<file path="src/design/pcmsp_pkg.sv">
// Operation
// - power-up begins in short frame mode
// - short frame: next rising edge drives sign
// - seven more bits, release on next fall
// - short receive: capture eight following falling edges
// - synchronous mode receives on transmit bit clock
// - frame mode judged from transmit pulse only
// - long frame: drive at later of edges
// - long frame: release at later of two
// - long receive: capture eight falls after rise
// - both frame formats in both clock modes
// - each transmit pulse samples, sent next frame
// - a-law or mu-law coding per variant
// - decoder updates 10 us after slot end
// - 256 kHz filter clock from master clock
// - receive output muted 10 ms after power-up
// - power-down 2 ms after last pulse
// - transmit output silent until second pulse
// - fixed select level selects transmit bit clock
// - 193rd master pulse absorbed each frame
package pcmsp_pkg;

  // pin positions in the synchroniser vector
  localparam int PIN_W    = 7;
  localparam int PIN_TXB  = 6;
  localparam int PIN_TXF  = 5;
  localparam int PIN_RXF  = 4;
  localparam int PIN_RSEL = 3;
  localparam int PIN_RXD  = 2;
  localparam int PIN_TXM  = 1;
  localparam int PIN_RPD  = 0;

  // code format
  localparam int         CODE_W   = 8;
  localparam logic [7:0] ALAW_INV = 8'h55;  // even bit inversion
  localparam logic [2:0] LAST_BIT = 3'h7;

  // timing
  localparam int CLK_PERIOD_NS  = 5;
  localparam int DECODE_TIME_NS = 10000;
  localparam int DECODE_CYC     = DECODE_TIME_NS / CLK_PERIOD_NS;
  localparam int MUTE_TIME_MS   = 10;
  localparam int MUTE_CYC       = MUTE_TIME_MS * 1000000 / CLK_PERIOD_NS;
  localparam int PDN_TIME_US    = 2000;
  localparam int PDN_CYC        = PDN_TIME_US * 1000 / CLK_PERIOD_NS;
  localparam int STATIC_TIME_NS = 20000;
  localparam int STATIC_CYC     = STATIC_TIME_NS / CLK_PERIOD_NS;
  localparam int CNT_W          = 21;

  // master clock dividers down to 256 kHz, frame detection
  localparam logic [2:0] DIV_2048_LAST  = 3'h7;
  localparam logic [2:0] DIV_1536_LAST  = 3'h5;
  localparam logic [1:0] LONG_MIN_FALLS = 2'h2;
  localparam logic [1:0] TX_ALLOW_FRAME = 2'h2;
  localparam int         FIFO_DEPTH     = 32;

  typedef enum logic [1:0] {
    TX_IDLE  = 2'h0,
    TX_ARM   = 2'h1,
    TX_SHIFT = 2'h3,
    TX_TAIL  = 2'h2
  } pcmsp_tx_t;

  typedef enum logic [1:0] {
    RX_IDLE  = 2'h0,
    RX_SHIFT = 2'h1,
    RX_DEC   = 2'h3
  } pcmsp_rx_t;

endpackage : pcmsp_pkg

</file>
<file path="src/design/pcmsp_fifo.sv">
module pcmsp_fifo #(
  parameter int WIDTH = 8,
  parameter int DEPTH = 32
) (
  // clock and reset
  input  wire logic             sys_clk_i,
  input  wire logic             reset_n_i,
  // fill side
  input  wire logic             in_valid_i,
  output logic                  in_ready_o,
  input  wire logic [WIDTH-1:0] in_data_i,
  // drain side
  output logic                  out_valid_o,
  input  wire logic             out_ready_i,
  output logic [WIDTH-1:0]      out_data_o
);
  localparam int AW = $clog2(DEPTH);
  localparam logic [AW:0] FULL = (AW + 1)'(DEPTH);

  logic [WIDTH-1:0] mem_q [DEPTH];
  logic [AW:0]      wr_q;
  logic [AW:0]      rd_q;
  wire logic        push;
  wire logic        pop;

  // pointer compare, output stage loads when empty or drained
  assign in_ready_o = (wr_q - rd_q) != FULL;
  assign push       = in_valid_i & in_ready_o;
  assign pop        = (wr_q != rd_q) & (!out_valid_o | out_ready_i);

  // storage array
  always_ff @(posedge sys_clk_i) begin
    if (push) mem_q[wr_q[AW-1:0]] <= in_data_i;
  end

  // pointers and registered output
  always_ff @(posedge sys_clk_i or negedge reset_n_i) begin
    if (!reset_n_i) begin
      wr_q        <= '0;
      rd_q        <= '0;
      out_valid_o <= 1'b0;
      out_data_o  <= '0;
    end else begin
      if (push) wr_q <= wr_q + 1'b1;
      if (pop) begin
        rd_q       <= rd_q + 1'b1;
        out_data_o <= mem_q[rd_q[AW-1:0]];
      end
      if (pop) out_valid_o <= 1'b1;
      else if (out_ready_i) out_valid_o <= 1'b0;
    end
  end

endmodule : pcmsp_fifo

</file>
<file path="src/design/pcmsp_frame_port.sv">
module pcmsp_frame_port
  import pcmsp_pkg::*;
#(
  parameter int LAW_A        = 1,         // 1: a-law variant, 0: mu-law variant
  parameter int MUTE_CYCLES  = MUTE_CYC,
  parameter int PDN_CYCLES   = PDN_CYC,
  parameter int FIFO_DEPTH_P = FIFO_DEPTH
) (
  // clock and reset
  input  wire logic              sys_clk_i,
  input  wire logic              reset_n_i,
  // highway pins
  input  wire logic              tx_bit_clock_i,
  input  wire logic              tx_frame_pulse_i,
  input  wire logic              rx_frame_pulse_i,
  input  wire logic              rx_bit_clock_or_rate_select_i,
  input  wire logic              rx_pcm_in_i,
  input  wire logic              tx_master_clock_i,
  input  wire logic              rx_master_clock_or_powerdown_i,
  output logic                   tx_pcm_out_o,
  output logic                   tx_pcm_out_oe_n_o,
  output logic                   tx_slot_indicator_o,
  output logic                   tx_slot_indicator_oe_n_o,
  // encoder side
  input  wire logic [CODE_W-1:0] tx_code_i,
  output logic                   tx_sample_o,
  // decoder side
  output logic [CODE_W-1:0]      rx_dac_code_o,
  output logic [CODE_W-1:0]      rx_code_o,
  output logic                   rx_code_valid_o,
  input  wire logic              rx_code_ready_i,
  output logic                   rx_overrun_o,
  // analog control
  output logic                   filter_clk_en_o,
  output logic                   rx_mute_o,
  output logic                   powered_up_o,
  output logic                   long_frame_o
);
  localparam logic [CNT_W-1:0] MUTE_LIM = CNT_W'(MUTE_CYCLES);
  localparam logic [CNT_W-1:0] PDN_LIM  = CNT_W'(PDN_CYCLES);
  localparam logic [CNT_W-1:0] STAT_LIM = CNT_W'(STATIC_CYC);
  localparam logic [CNT_W-1:0] DEC_LIM  = CNT_W'(DECODE_CYC - 1);

  // saturating counter step
  function automatic logic [CNT_W-1:0] sat_inc(input logic [CNT_W-1:0] v, input logic [CNT_W-1:0] lim);
    return (v >= lim) ? v : v + 1'b1;
  endfunction : sat_inc

  // companding bit map, used by both directions
  function automatic logic [CODE_W-1:0] law_map(input logic [CODE_W-1:0] c);
    return (LAW_A != 0) ? (c ^ ALAW_INV) : c;
  endfunction : law_map

  ////////////////////////////////////////////////////////////////////////////
  // pin synchronisers and edge detection
  logic [PIN_W-1:0] sync1_q;
  logic [PIN_W-1:0] sync2_q;
  logic [PIN_W-1:0] prev_q;
  wire logic [PIN_W-1:0] pin_raw;
  wire logic [PIN_W-1:0] rise;
  wire logic [PIN_W-1:0] fall;

  assign pin_raw = {tx_bit_clock_i, tx_frame_pulse_i, rx_frame_pulse_i, rx_bit_clock_or_rate_select_i,
                    rx_pcm_in_i, tx_master_clock_i, rx_master_clock_or_powerdown_i};
  assign rise    = sync2_q & ~prev_q;
  assign fall    = ~sync2_q & prev_q;

  always_ff @(posedge sys_clk_i or negedge reset_n_i) begin
    if (!reset_n_i) begin
      sync1_q <= '0;
      sync2_q <= '0;
      prev_q  <= '0;
    end else begin
      sync1_q <= pin_raw;
      sync2_q <= sync1_q;
      prev_q  <= sync2_q;
    end
  end

  // named pin events
  wire logic tx_rise  = rise[PIN_TXB];
  wire logic tx_fall  = fall[PIN_TXB];
  wire logic tx_frame_pulse      = sync2_q[PIN_TXF];
  wire logic fsx_rise = rise[PIN_TXF];
  wire logic fsx_fall = fall[PIN_TXF];
  wire logic rx_frame_pulse      = sync2_q[PIN_RXF];
  wire logic fsr_rise = rise[PIN_RXF];
  wire logic rx_din   = sync2_q[PIN_RXD];
  wire logic mck_rise = rise[PIN_TXM];

  ////////////////////////////////////////////////////////////////////////////
  // static level detection on the shared select and power-down pins
  logic [CNT_W-1:0] sel_st_q;
  logic [CNT_W-1:0] pd_st_q;
  wire logic        sync_mode;
  wire logic        pdn_pin;
  wire logic        sel_2048;

  assign sync_mode = sel_st_q >= STAT_LIM;                      // no edges: held level
  assign pdn_pin   = (pd_st_q >= STAT_LIM) & sync2_q[PIN_RPD];  // held high powers down
  assign sel_2048  = (LAW_A != 0) ? (!sync_mode | sync2_q[PIN_RSEL])
                                  : (sync_mode & !sync2_q[PIN_RSEL]);

  always_ff @(posedge sys_clk_i or negedge reset_n_i) begin
    if (!reset_n_i) begin
      sel_st_q <= '0;
      pd_st_q  <= '0;
    end else begin
      sel_st_q <= (rise[PIN_RSEL] | fall[PIN_RSEL]) ? '0 : sat_inc(sel_st_q, STAT_LIM);
      pd_st_q  <= (rise[PIN_RPD] | fall[PIN_RPD]) ? '0 : sat_inc(pd_st_q, STAT_LIM);
    end
  end

  ////////////////////////////////////////////////////////////////////////////
  // 256 kHz filter clock enable, realigned each frame
  logic [2:0] mck_cnt_q;
  logic       filt_en_q;
  wire logic [2:0] div_last = sel_2048 ? DIV_2048_LAST : DIV_1536_LAST;
  wire logic       div_wrap = mck_rise & (mck_cnt_q == div_last);

  always_ff @(posedge sys_clk_i or negedge reset_n_i) begin
    if (!reset_n_i) begin
      mck_cnt_q <= '0;
      filt_en_q <= 1'b0;
    end else begin
      if (fsx_rise) mck_cnt_q <= '0;
      else if (mck_rise) mck_cnt_q <= div_wrap ? 3'h0 : mck_cnt_q + 3'h1;
      filt_en_q <= div_wrap & !fsx_rise & powered_up_o;
    end
  end

  ////////////////////////////////////////////////////////////////////////////
  // power control and receive mute
  logic [CNT_W-1:0] idle_q;
  logic [CNT_W-1:0] mute_cnt_q;
  wire logic        fs_any  = fsx_rise | fsr_rise;
  wire logic        pu      = !powered_up_o & fs_any & !pdn_pin;
  wire logic        pwr_ok  = powered_up_o | pu;

  always_ff @(posedge sys_clk_i or negedge reset_n_i) begin
    if (!reset_n_i) begin
      idle_q       <= '0;
      mute_cnt_q   <= '0;
      powered_up_o <= 1'b0;
      rx_mute_o    <= 1'b1;
    end else begin
      idle_q <= fs_any ? '0 : sat_inc(idle_q, PDN_LIM);
      if (pdn_pin) powered_up_o <= 1'b0;
      else if (fs_any) powered_up_o <= 1'b1;
      else if (idle_q >= PDN_LIM) powered_up_o <= 1'b0;
      mute_cnt_q <= pu ? '0 : sat_inc(mute_cnt_q, MUTE_LIM);
      rx_mute_o  <= !powered_up_o | (mute_cnt_q < MUTE_LIM);
    end
  end

  ////////////////////////////////////////////////////////////////////////////
  // frame mode detection from the transmit pulse width
  logic [1:0] width_q;
  logic [1:0] txf_cnt_q;
  wire logic  tx_allow = (txf_cnt_q == TX_ALLOW_FRAME) |
                         ((txf_cnt_q == TX_ALLOW_FRAME - 2'h1) & fsx_rise);

  always_ff @(posedge sys_clk_i or negedge reset_n_i) begin
    if (!reset_n_i) begin
      width_q      <= '0;
      long_frame_o <= 1'b0;
      txf_cnt_q    <= '0;
    end else begin
      if (!powered_up_o) begin
        width_q      <= '0;
        long_frame_o <= 1'b0;
      end else if (fsx_fall) begin
        long_frame_o <= width_q >= LONG_MIN_FALLS;
        width_q      <= '0;
      end else if (tx_frame_pulse && tx_fall && width_q != LONG_MIN_FALLS) begin
        width_q <= width_q + 2'h1;
      end
      if (!pwr_ok) txf_cnt_q <= '0;
      else if (fsx_rise && txf_cnt_q != TX_ALLOW_FRAME) txf_cnt_q <= txf_cnt_q + 2'h1;
    end
  end

  ////////////////////////////////////////////////////////////////////////////
  // transmit slot sequencer
  pcmsp_tx_t         tx_st_q;
  pcmsp_tx_t         tx_st_d;
  logic [2:0]        tx_cnt_q;
  logic [2:0]        tx_cnt_d;
  logic [CODE_W-1:0] tx_sr_q;
  logic [CODE_W-1:0] tx_sr_d;
  logic [CODE_W-1:0] tx_buf_q;
  logic              tx_dout_d;
  logic              tx_start;
  logic              tx_drive_q;
  logic              slot_lvl_q;
  wire logic short_start = !long_frame_o & tx_fall & tx_frame_pulse;
  wire logic long_start  = long_frame_o & tx_frame_pulse & ((fsx_rise & sync2_q[PIN_TXB]) | tx_rise);
  wire logic tx_drive_d  = tx_start ? tx_allow : tx_drive_q;
  wire logic tx_slot_d   = (tx_st_d == TX_SHIFT) | (tx_st_d == TX_TAIL);

  // next state: sign bit first, seven more on rising edges
  always_comb begin
    tx_st_d   = tx_st_q;
    tx_cnt_d  = tx_cnt_q;
    tx_sr_d   = tx_sr_q;
    tx_dout_d = tx_pcm_out_o;
    tx_start  = 1'b0;
    case (tx_st_q)
      TX_IDLE: begin
        if (pwr_ok && short_start) begin
          tx_st_d  = TX_ARM;
          tx_start = 1'b1;
          tx_sr_d  = tx_buf_q;
        end else if (pwr_ok && long_start) begin
          tx_st_d   = TX_SHIFT;
          tx_start  = 1'b1;
          tx_sr_d   = tx_buf_q;
          tx_dout_d = tx_buf_q[CODE_W-1];
          tx_cnt_d  = '0;
        end
      end
      TX_ARM: begin
        if (tx_rise) begin
          tx_st_d   = TX_SHIFT;
          tx_dout_d = tx_sr_q[CODE_W-1];
          tx_cnt_d  = '0;
        end
      end
      TX_SHIFT: begin
        if (tx_rise && tx_cnt_q != LAST_BIT) begin
          tx_sr_d   = {tx_sr_q[CODE_W-2:0], 1'b0};
          tx_dout_d = tx_sr_q[CODE_W-2];
          tx_cnt_d  = tx_cnt_q + 3'h1;
        end else if (tx_fall && tx_cnt_q == LAST_BIT) begin
          tx_st_d = (long_frame_o && tx_frame_pulse) ? TX_TAIL : TX_IDLE;
        end
      end
      TX_TAIL: begin
        if (!tx_frame_pulse) tx_st_d = TX_IDLE;
      end
      default: tx_st_d = TX_IDLE;
    endcase
    if (!powered_up_o && !pu) tx_st_d = TX_IDLE;
  end

  // slot registers; each start samples a new code for the next frame
  always_ff @(posedge sys_clk_i or negedge reset_n_i) begin
    if (!reset_n_i) begin
      tx_st_q                  <= TX_IDLE;
      tx_cnt_q                 <= '0;
      tx_sr_q                  <= '0;
      tx_buf_q                 <= '0;
      tx_drive_q               <= 1'b0;
      tx_pcm_out_o             <= 1'b0;
      tx_pcm_out_oe_n_o        <= 1'b1;
      tx_slot_indicator_oe_n_o <= 1'b1;
      tx_sample_o              <= 1'b0;
      slot_lvl_q               <= 1'b0;
    end else begin
      tx_st_q                  <= tx_st_d;
      tx_cnt_q                 <= tx_cnt_d;
      tx_sr_q                  <= tx_sr_d;
      tx_drive_q               <= tx_drive_d;
      tx_pcm_out_o             <= tx_dout_d;
      tx_pcm_out_oe_n_o        <= !(tx_slot_d & tx_drive_d);
      tx_slot_indicator_oe_n_o <= !tx_slot_d;
      tx_sample_o              <= tx_start;
      slot_lvl_q               <= 1'b0;
      if (tx_start) tx_buf_q <= law_map(tx_code_i);
    end
  end
  assign tx_slot_indicator_o = slot_lvl_q;

  ////////////////////////////////////////////////////////////////////////////
  // receive slot sequencer with its own counter and decode timer
  pcmsp_rx_t         rx_st_q;
  pcmsp_rx_t         rx_st_d;
  logic [2:0]        rx_cnt_q;
  logic [2:0]        rx_cnt_d;
  logic [CODE_W-1:0] rx_sr_q;
  logic [CODE_W-1:0] rx_sr_d;
  logic [CNT_W-1:0]  dec_cnt_q;
  logic              rx_upd;
  wire logic         fifo_in_ready;
  wire logic rx_fall = sync_mode ? tx_fall : fall[PIN_RSEL];
  wire logic rx_arm  = long_frame_o ? fsr_rise : (rx_fall & rx_frame_pulse);

  // next state: eight captures, then wait out the decode time
  always_comb begin
    rx_st_d  = rx_st_q;
    rx_cnt_d = rx_cnt_q;
    rx_sr_d  = rx_sr_q;
    rx_upd   = 1'b0;
    case (rx_st_q)
      RX_IDLE: begin
        if (pwr_ok && rx_arm) begin
          rx_st_d  = RX_SHIFT;
          rx_cnt_d = '0;
        end
      end
      RX_SHIFT: begin
        if (rx_fall) begin
          rx_sr_d  = {rx_sr_q[CODE_W-2:0], rx_din};
          rx_cnt_d = rx_cnt_q + 3'h1;
          if (rx_cnt_q == LAST_BIT) rx_st_d = RX_DEC;
        end
      end
      RX_DEC: begin
        if (dec_cnt_q >= DEC_LIM && fifo_in_ready) begin
          rx_st_d = RX_IDLE;
          rx_upd  = 1'b1;
        end
      end
      default: rx_st_d = RX_IDLE;
    endcase
    if (!powered_up_o && !pu) rx_st_d = RX_IDLE;
  end

  // receive registers and decoder output
  always_ff @(posedge sys_clk_i or negedge reset_n_i) begin
    if (!reset_n_i) begin
      rx_st_q       <= RX_IDLE;
      rx_cnt_q      <= '0;
      rx_sr_q       <= '0;
      dec_cnt_q     <= '0;
      rx_dac_code_o <= '0;
      rx_overrun_o  <= 1'b0;
    end else begin
      rx_st_q      <= rx_st_d;
      rx_cnt_q     <= rx_cnt_d;
      rx_sr_q      <= rx_sr_d;
      dec_cnt_q    <= (rx_st_q == RX_DEC) ? sat_inc(dec_cnt_q, DEC_LIM) : '0;
      rx_overrun_o <= (rx_st_q == RX_DEC) & rx_arm & powered_up_o;
      if (rx_upd) rx_dac_code_o <= law_map(rx_sr_q);
    end
  end

  // decoded codes queue toward the consumer; a full queue holds the decoder
  pcmsp_fifo #(
    .WIDTH (CODE_W),
    .DEPTH (FIFO_DEPTH_P)
  ) u_rx_fifo (
    .sys_clk_i   (sys_clk_i),
    .reset_n_i   (reset_n_i),
    .in_valid_i  (rx_upd),
    .in_ready_o  (fifo_in_ready),
    .in_data_i   (law_map(rx_sr_q)),
    .out_valid_o (rx_code_valid_o),
    .out_ready_i (rx_code_ready_i),
    .out_data_o  (rx_code_o)
  );
  assign filter_clk_en_o = filt_en_q;
endmodule : pcmsp_frame_port

</file>
<file path="config.mk">
export PLATFORM = sky130hd
export DESIGN_NAME = pcmsp_frame_port
export DESIGN_NICKNAME = d
export VERILOG_FILES = /design/src/design/pcmsp_pkg.sv /design/src/design/pcmsp_fifo.sv /design/src/design/pcmsp_frame_port.sv
export SDC_FILE = /design/constraint.sdc
export NUM_CORES = 1
export LEC_CHECK = 0
export BUFFER_PORTS_ARGS = -buffer_cell sky130_fd_sc_hd__buf_2
export CAP_MARGIN = 0
export CORE_ASPECT_RATIO = 0.7
export CORE_MARGIN = 1.5
export CORE_UTILIZATION = 56
export DETAILED_ROUTE_END_ITERATION = 10
export MAX_ROUTING_LAYER = met4
export PLACE_DENSITY = 0.75
export REMOVE_ABC_BUFFERS = 1
export SYNTH_ARGS = -nofsm -noshare
export SYNTH_HDL_FRONTEND = slang
export SYNTH_SLANG_ARGS = --single-unit
export TNS_END_PERCENT = 1
</file>
<file path="constraint.sdc">
create_clock -name sys_clk_i -period 3.5 [get_ports sys_clk_i]
set_clock_uncertainty 0.1 [all_clocks]
set_input_delay 0.35 -clock sys_clk_i [delete_from_list [all_inputs] [get_ports sys_clk_i]]
set_output_delay 0.35 -clock sys_clk_i [all_outputs]
set_load 0.005 [all_outputs]
</file>
==> results of run 1 <==
[cells by family after synthesis]
| logic type | share of synthesized area [%] |
|---|---|
| DFF | 67.3 |
| muxes | 8.96 |
| adders and majority gates | 1.84 |
| buffers and inverters | 2.07 |
| and+or+nand+nor | 11.8 |
| other | 0.0197 |
| AOI/OAI and AO/OA | 4.64 |
| xor gates and xnor gates | 3.45 |
[where the power goes]
group | switching [W] | internal, W
clock network | 0.00199 | 0.00267
logic | 0.00198 | 0.00136
registers | 0.000423 | 0.00658
total | 0.00439 | 0.0106
[area by class of cell]
cell class | count | share of cell area (%)
inverters | 40 | 0.709
repair buffers | 80 | 2.71
flip-flops and latches | 461 | 60.0
clock buffers | 65 | 5.95
multi-input cells | 745 | 27.4
well taps | 435 | 2.55
clock inverters | 15 | 0.656
[tightest hold or removal path: stages]
cell and delay (ps):
buf_2 70, nand2b_1 140, nand2_1 70
[through the flow]
stage                     std cells  worst slack, ps
final                          1841              321
after global routing           1841              154
after CTS                      1841              392
after detailed placement       1745              405
after global placement         1745              580
after floorplan                1246            -1570
[cell usage in the layout, fill, tap and decap left out, types with 40 or more instances in the layout]
cell type / n
nand2_1: 76
dfrtp_1: 200
clkbuf_16: 45
mux4_2: 64
edfxtp_1: 256
nor2_1: 95
and3_1: 54
and2_1: 40
xnor2_1: 58
buf_2: 42
[flip-flops by register name, indices dropped and copies added, names as in the netlist, 3 cells and up]
register / cells
pd_st_q: 21
u_rx_fifo.out_data_o: 8
tx_buf_q: 8
rx_sr_q: 8
u_rx_fifo.rd_q: 6
sync2_q: 7
prev_q: 6
rx_dac_code_o: 8
rx_cnt_q: 3
idle_q: 21
sync1_q: 7
u_rx_fifo.mem_q: 256
mck_cnt_q: 3
mute_cnt_q: 21
tx_sr_q: 8
u_rx_fifo.wr_q: 6
sel_st_q: 21
tx_cnt_q: 3
dec_cnt_q: 21
[final timing paths]
path                       cells after the start                          start                           endpoint
min in group asynchronous                      2                      reset_n_i             idle_q[16]$_DFFE_PN0P_
setup / recovery                               8  u_rx_fifo.rd_q[3]$_DFFE_PN0P_   u_rx_fifo.mem_q[27][7]$_DFFE_PP_
hold reg to reg                                0           sync1_q[1]$_DFF_PN0_               sync2_q[1]$_DFF_PN0_
hold / removal                                 3                rx_code_ready_i  u_rx_fifo.out_valid_o$_DFFE_PN0P_
max in group asynchronous                      3                      reset_n_i                rx_mute_o$_DFF_PN1_
setup reg to reg                               8  u_rx_fifo.rd_q[3]$_DFFE_PN0P_   u_rx_fifo.mem_q[27][7]$_DFFE_PP_
[what timing repair did]
item	CTS	global route
endpoints found under the hold margin	107	0
hold buffers	16	0
buffers inserted	0	0
[metal layers]
metal  routed length, microns  GRT usage (%)
met4                      767           5.73
met5                        0              -
met3                     3770           5.66
met1                    18700           37.8
met2                    17100           32.6
==> results.txt, run 1 <==
worst rel slew slack: 19.1%
synth cell count leaders: edfxtp_1 (256), dfrtp_1 (202), nor2_1 (95), nand2_1 (76), mux4_2 (64)
VDD IR max: 0.440 mV
status: finished clean
largest net degree at the start of global routing: 98
ant diodes: 0
library cells used by synthesis: 70
CTS root buffer: clkbuf_16
total congestion overflow: 0
post-cts resize count: 0
Top Ports: 45
H-tree Lvls: 2
share of layout cells above drive strength 1: 16.8%
share of the synthesized area in the top cell type: 40.3%
Final GP Congestion: 0.845
fillers: 2357
CP Cell Sequence: inv_1 > ha_1 > and2_1 > nor2_1 > a21o_1 > a221o_1 > and3_1 > and2_1
DRC violations left: 0
first-pass GRT wire length: 63000 microns
vias: 11149
chip width: 223 microns
initial core utilization: 56.9%
Final Hold Viols: 0
Initial DRC Count: 1265
initial antenna violation count: 0
R2R setup slack: 320 ps
area of the multi-input gates: 0.00585 sq mm
Syn Inst Count: 1299
Worst Hold Class: in2reg
most frequent cell after synthesis: edfxtp_1
Final HPWL DP: 25100 microns
1st-pass router iterations: 5
delay-heaviest family, CP: simple AND/OR/NAND/NOR gates
nets: 1418
CP most frequent cell: and2_1
design area: 0.0214 sq mm
final hold slack: 33.8 ps
vias in the first global route: 10683
CP max FO: 8
crit path DAT: 3270 ps
Final min period: 3180 ps
EDFF count, synth: 256
max_cap viols: 0
GRT Util Overall: 24.4%
critical path capture point type: register
Slew Viols, Final: 0
Util after Layout: 63.8%
Pwr per Cell Area: 703 mW/mm^2
drt via density: 6.06
Finish-stage setup viols: 0
drt wl/cell: 21.9 microns
synth-to-layout area growth: 12.1%
Crit Path Category: reg2reg
total power: 0.0150 W
clk slew on worst S/H paths: 60 ps
startpoint types: register
period utilisation layout: 90.8%
register area: 0.0128 sq mm
Yosys reg bits: 461
largest area contributor in the netlist: edfxtp_1
ranking of synthesized cells by area: edfxtp_1 (40%), dfrtp_1 (27%), mux4_2 (7.6%)
Post-synth ARST share: 44.5%
Critical Path Slowest Stage Cell: and3_1
dpl cell area: 0.0198 sq mm
die area: 0.0352 sq mm
core box area: 0.0335 sq mm
P_leak: 8.40 nW
clock latency on the worst-skew pair: 550 ps
Final TNS setup: 0 ps
Post-Route WL: 40400 microns
Ys Warns: 0
Post-Syn Area: 0.0191 sq mm
syn avg cell area: 14.7 sq um
PortBufs: 43
Die Ht: 157 microns
CTS buffer count: 44
Sink Count: 461
RSZ-0062 raised after global routing: false
required time worst endpoint: 3590 ps
FP Rows: 56
ANT nets after route: 0
top_reg_cell synth: edfxtp_1
f_max: 315 MHz
clk buf depth: 3
Seq/Total Area, Yosys: 67.3%
crit-path max cell delay: 550 ps
TritonCTS clock tree: done
WP buf/inv: 1
worst-margin pin slew: 1210 ps
Power figures use the tool's default switching activity.
==> inputs of run 2 (changes only) <==
--- a/config.mk
+++ b/config.mk
@@ -5,7 +5,7 @@
 export SDC_FILE = /design/constraint.sdc
 export NUM_CORES = 1
 export LEC_CHECK = 0
-export BUFFER_PORTS_ARGS = -buffer_cell sky130_fd_sc_hd__buf_2
+export BUFFER_PORTS_ARGS = -buffer_cell sky130_fd_sc_hd__buf_4
 export CAP_MARGIN = 0
 export CORE_ASPECT_RATIO = 0.7
 export CORE_MARGIN = 1.5
==> run 2 against run 1 <==
Global-route usage grew 0.78 points. Critical path depth is the same. Power shrank 0.63%. Largest power group unchanged. Sequential share of layout area about the same. Wire length grew 2.1%. Combinational power grew 2%. Utilization hardly changed. Critical path type unchanged. Sequential cell count unchanged. Highest routed layer unchanged.
==> results.txt, run 2 (synthesized netlist as in run 1, its figures left out) <==
Sw Ratio: 30.1%
Top Ports: 45
synth-to-layout area growth: 12.1%
H-tree Lvls: 2
max FFs per register: 256
DRC violations left: 0
Critical Path Slowest Stage Cell: and3_1
VDD IR max: 0.410 mV
status: finished clean
drt wl/cell: 22.4 microns
period utilisation layout: 90.7%
Finish-stage setup viols: 0
PortBufs: 43
die area: 0.0352 sq mm
Sink Count: 461
Final HPWL DP: 25400 microns
clk buf depth: 3
R2R setup slack: 330 ps
critical path capture point type: register
Comb power frac: 22.9%
nets: 1416
f_max: 315 MHz
Seq pwr share: 47.3%
crit path DAT: 3280 ps
Worst Hold Class: reg2reg
Non-Filler Instances: 1839
Setup Buffers After CTS: 0
most frequent cells in the layout: edfxtp_1 (256), dfrtp_1 (199), nor2_1 (95)
Reg2Reg Depth: 8
r2r endpoint: u_rx_fifo.mem_q[31][4]$_DFFE_PP_
TritonCTS clock tree: done
required time worst endpoint: 3610 ps
clock latency on the worst-skew pair: 570 ps
total power: 0.0149 W
Post-Route WL: 41200 microns
Final Hold Viols: 0
placed cell count: 1743
Final min period: 3170 ps
commonest non-fill, non-tap cell in the layout: edfxtp_1
Min-Delay Endpoint: sync2_q[2]$_DFF_PN0_
RSZ-0062 raised after global routing: false
1st-pass router iterations: 5
Int Pwr: 0.0104 W
crit-path max cell delay: 570 ps
drt via density: 6.08
Slew Viols, Final: 0
ANT nets after route: 0
core box area: 0.0335 sq mm
max_cap viols: 0
Final GP Congestion: 0.867
clock power share: 29.9%
chip width: 223 microns
WP buf/inv: 1
Die Ht: 157 microns
total congestion overflow: 0
Hold Path Depth: 0
CP most frequent cell: and2_1
ant diodes: 0
first-pass GRT wire length: 65100 microns
delay-heaviest family, CP: simple AND/OR/NAND/NOR gates
CP Cell Sequence: inv_1 > ha_1 > and2_1 > nor2_1 > a21o_1 > a221o_1 > and3_1 > and2_1
clk slew on worst S/H paths: 70 ps
worst rel slew slack: 38.7%
vias in the first global route: 11088
worst hold start: sync1_q[2]$_DFF_PN0_
initial antenna violation count: 0
vias: 11174
GRT Util Overall: 25.2%
Pwr per Cell Area: 698 mW/mm^2
CP max FO: 8
sw power: 0.00449 W
initial core utilization: 56.9%
largest net degree at the start of global routing: 100
CTS buffer count: 43
FP Rows: 56
P_leak: 8.39 nW
Initial DRC Count: 1447
startpoint types: register
share of layout cells above drive strength 1: 17.1%
worst-margin pin slew: 919 ps
Final TNS setup: 0 ps
CTS root buffer: clkbuf_16
Crit Path Category: reg2reg
RR Startpoint: u_rx_fifo.rd_q[3]$_DFFE_PN0P_
-- run 2: changes by cell type in the layout (fill, tap and decap cells not counted), sizes merged --
cell	delta
clkbuf	-15
clkinv	+12
buf	-2
dlygate4sd3	+1
inv	+2
-- run 2: worst max path at each step --
| stage | end | depth (start not counted) | start |
|---|---|---|---|
| 3_3_place_gp | u_rx_fifo.mem_q[0][0]$_DFFE_PP_ | 9 | u_rx_fifo.rd_q[3]$_DFFE_PN0P_ |
| 3_5_place_dp | u_rx_fifo.mem_q[31][5]$_DFFE_PP_ | 8 | u_rx_fifo.rd_q[3]$_DFFE_PN0P_ |
| 5_1_grt | u_rx_fifo.mem_q[31][4]$_DFFE_PP_ | 8 | u_rx_fifo.rd_q[3]$_DFFE_PN0P_ |
| 4_1_cts | u_rx_fifo.mem_q[31][4]$_DFFE_PP_ | 8 | u_rx_fifo.rd_q[3]$_DFFE_PN0P_ |
| 6_report | u_rx_fifo.mem_q[31][4]$_DFFE_PP_ | 8 | u_rx_fifo.rd_q[3]$_DFFE_PN0P_ |
| 2_1_floorplan | u_rx_fifo.mem_q[0][0]$_DFFE_PP_ | 7 | u_rx_fifo.rd_q[0]$_DFFE_PN0P_ |
-- run 2: power by group through the flow --
stage	Clock (W)	Combinational [W]	Sequential, W
after floorplan	0	0.00193	0.00731
after global placement	0	0.00327	0.00712
after detailed placement	0	0.00337	0.00714
after CTS	0.00452	0.00341	0.00704
after global routing	0.00473	0.00371	0.00710
final	0.00445	0.00341	0.00705
-- run 2: layout make-up --
class,count,area (sq um)
repair buffers,79,667
flip-flops and latches,461,12800
clock inverters,29,225
fillers,2372,12100
well taps,435,544
inverters,40,151
clock buffers,50,1100
multi-input cells,745,5850
-- run 2: stage by stage --
stage / hold WS, ps / utilization [%] / setup slack, ps / area (sq um)
after global routing: 259 / 63.8 / 93.7 / 21400
after floorplan: -45.6 / - / -1570 / 18800
after detailed placement: 235 / 59.3 / 405 / 19900
after global placement: 235 / 59.3 / 555 / 19900
after CTS: 248 / 63.8 / 359 / 21400
final: 247 / 63.8 / 325 / 21400
-- run 2: what timing repair did --
item                      CTS  global route
hold buffers               17             0
resized for setup           0             0
hold endpoints to repair  109             0
-- run 2: layer usage --
metal	global-route usage, %	up-vias	wire length [microns]
met1	37.8	5604	19000
li1	-	4999	-
met2	35.2	504	17800
met4	6.15	0	707
met3	5.41	67	3670
met5	-	-	0
==> inputs of run 3 (changes only) <==
--- a/config.mk
+++ b/config.mk
@@ -7,12 +7,14 @@
 export LEC_CHECK = 0
 export BUFFER_PORTS_ARGS = -buffer_cell sky130_fd_sc_hd__buf_4
 export CAP_MARGIN = 0
+export CELL_PAD_IN_SITES_DETAIL_PLACEMENT = 0
+export CELL_PAD_IN_SITES_GLOBAL_PLACEMENT = 1
 export CORE_ASPECT_RATIO = 0.7
 export CORE_MARGIN = 1.5
-export CORE_UTILIZATION = 56
+export CORE_UTILIZATION = 48
 export DETAILED_ROUTE_END_ITERATION = 10
 export MAX_ROUTING_LAYER = met4
-export PLACE_DENSITY = 0.75
+export PLACE_DENSITY = 0.76
 export REMOVE_ABC_BUFFERS = 1
 export SYNTH_ARGS = -nofsm -noshare
 export SYNTH_HDL_FRONTEND = slang
==> run 3 against run 2 <==
Count of clock-buffer cells in the layout increased by 9. Die area is 16% higher. Wire length shrank 0.38%. Sequential cell count stayed put. Critical path type unchanged. Sequential power about the same. Via count down 2.0%. Register-to-register slack worse by 70 ps.
==> results.txt, run 3 (synthesized netlist as in run 1, its figures left out) <==
period utilisation layout: 92.6%
initial antenna violation count: 0
drt via density: 5.67
post-cts resize count: 0
fillers: 3123
Post-Place Worst Slack: 303 ps
setup ws final: 260 ps
Finish-stage setup viols: 0
CP max FO: 19
Final GP Congestion: 0.829
Final HPWL DP: 26000 microns
commonest non-fill, non-tap cell in the layout: edfxtp_1
chip width: 241 microns
nets: 1419
vias: 10956
R2R setup slack: 260 ps
FP Rows: 60
clk slew on worst S/H paths: 70 ps
Hold Path Depth: 3
max FFs per register: 256
TritonCTS clock tree: done
RR Startpoint: u_rx_fifo.rd_q[3]$_DFFE_PN0P_
startpoint types: register
Crit Path Category: reg2reg
RSZ-0062 raised after global routing: false
Pwr per Cell Area: 699 mW/mm^2
H-tree Lvls: 2
f_max: 309 MHz
Die Ht: 170 microns
Final min period: 3240 ps
CTS buffer count: 44
P_leak: 8.43 nW
Sink Count: 461
core box area: 0.0387 sq mm
crit path DAT: 3340 ps
largest net degree at the start of global routing: 87
r2r endpoint: u_rx_fifo.mem_q[9][3]$_DFFE_PP_
ANT nets after route: 0
critical path capture point type: register
Util after Layout: 55.7%
1st-pass router iterations: 5
Worst Hold Class: in2reg
Top Ports: 45
total congestion overflow: 0
CP Capture Point: u_rx_fifo.mem_q[9][3]$_DFFE_PP_
initial core utilization: 49.2%
ant diodes: 0
VDD IR max: 0.460 mV
most frequent cells in the layout: edfxtp_1 (256), dfrtp_1 (200), nor2_1 (95)
worst setup path start: u_rx_fifo.rd_q[3]$_DFFE_PN0P_
die area: 0.0409 sq mm
Post-Route WL: 41000 microns
required time worst endpoint: 3600 ps
Final Hold Viols: 0
clock latency on the worst-skew pair: 560 ps
drt wl/cell: 21.3 microns
DRC violations left: 0
worst rel slew slack: 11.8%
Reg2Reg Depth: 9
worst-margin pin slew: 1320 ps
Final TNS setup: 0 ps
share of layout cells above drive strength 1: 16.7%
Initial DRC Count: 883
clk buf depth: 3
PortBufs: 43
vias in the first global route: 11058
GRT Util Overall: 21.6%
CTS root buffer: clkbuf_16
status: finished clean
Slew Viols, Final: 0
synth-to-layout area growth: 13.3%
first-pass GRT wire length: 64900 microns
max_cap viols: 0
[run 3: worst min path at each step]
stage          slack (ps)                                end            start
2_1_floorplan         -50           dec_cnt_q[0]$_DFFE_PN0P_        reset_n_i
3_3_place_gp          230              idle_q[5]$_DFFE_PN0P_        reset_n_i
3_5_place_dp          230              idle_q[5]$_DFFE_PN0P_        reset_n_i
4_1_cts                 1  u_rx_fifo.out_valid_o$_DFFE_PN0P_  rx_code_ready_i
5_1_grt                50  u_rx_fifo.out_valid_o$_DFFE_PN0P_  rx_code_ready_i
6_report               30  u_rx_fifo.out_valid_o$_DFFE_PN0P_  rx_code_ready_i
[run 3: final cells by class]
type / instances / area (sq um) / area share, %
Clock buffer: 59 / 1230 / 5.70
Clock inverter: 18 / 178 / 0.823
Inverter: 40 / 151 / 0.701
Multi-Input combinational cell: 745 / 5850 / 27.1
Sequential cell: 461 / 12800 / 59.4
Tap cell: 527 / 659 / 3.05
Timing Repair Buffer: 81 / 693 / 3.21
[run 3: timing repair]
action / CTS / global route
endpoints found under the hold margin: 78 / 0
buffers inserted: 0 / 0
hold buffers: 16 / 0
[run 3: worst max-delay path: stages (launching register included)]
cell     delay (ps)
dfrtp_1         480
inv_1           160
ha_1            360
and2_1          160
nor2_1          120
a21o_1          150
a221o_1         290
and2_1          410
buf_12          210
and3_1          440
[run 3: power by group]
group / internal, W / total [W] / leakage (nW) / switching [W]
clock network: 0.00269 / 0.00466 / 0.681 / 0.00197
logic: 0.00140 / 0.00335 / 2.81 / 0.00196
registers: 0.00659 / 0.00708 / 4.94 / 0.000492
[run 3: metrics by stage]
stage / std cells / power (W) / cell area [sq um] / hold slack, ps
after CTS: 1931 / 0.0152 / 21600 / 1.16
after global routing: 1931 / 0.0158 / 21600 / 49.0
after floorplan: 1246 / 0.00924 / 18800 / -45.6
after global placement: 1838 / 0.0105 / 20000 / 232
after detailed placement: 1838 / 0.0105 / 20000 / 230
final: 1931 / 0.0151 / 21600 / 26.3
[run 3: routing by layer]
metal  global-route usage [%]  routed length [microns]  share of wire [%]
met5                        -                        0                  0
met3                     4.99                     3140                7.6
met1                     32.6                    19900                 48
met2                     29.6                    17400                 42
met4                     4.84                      684                1.7
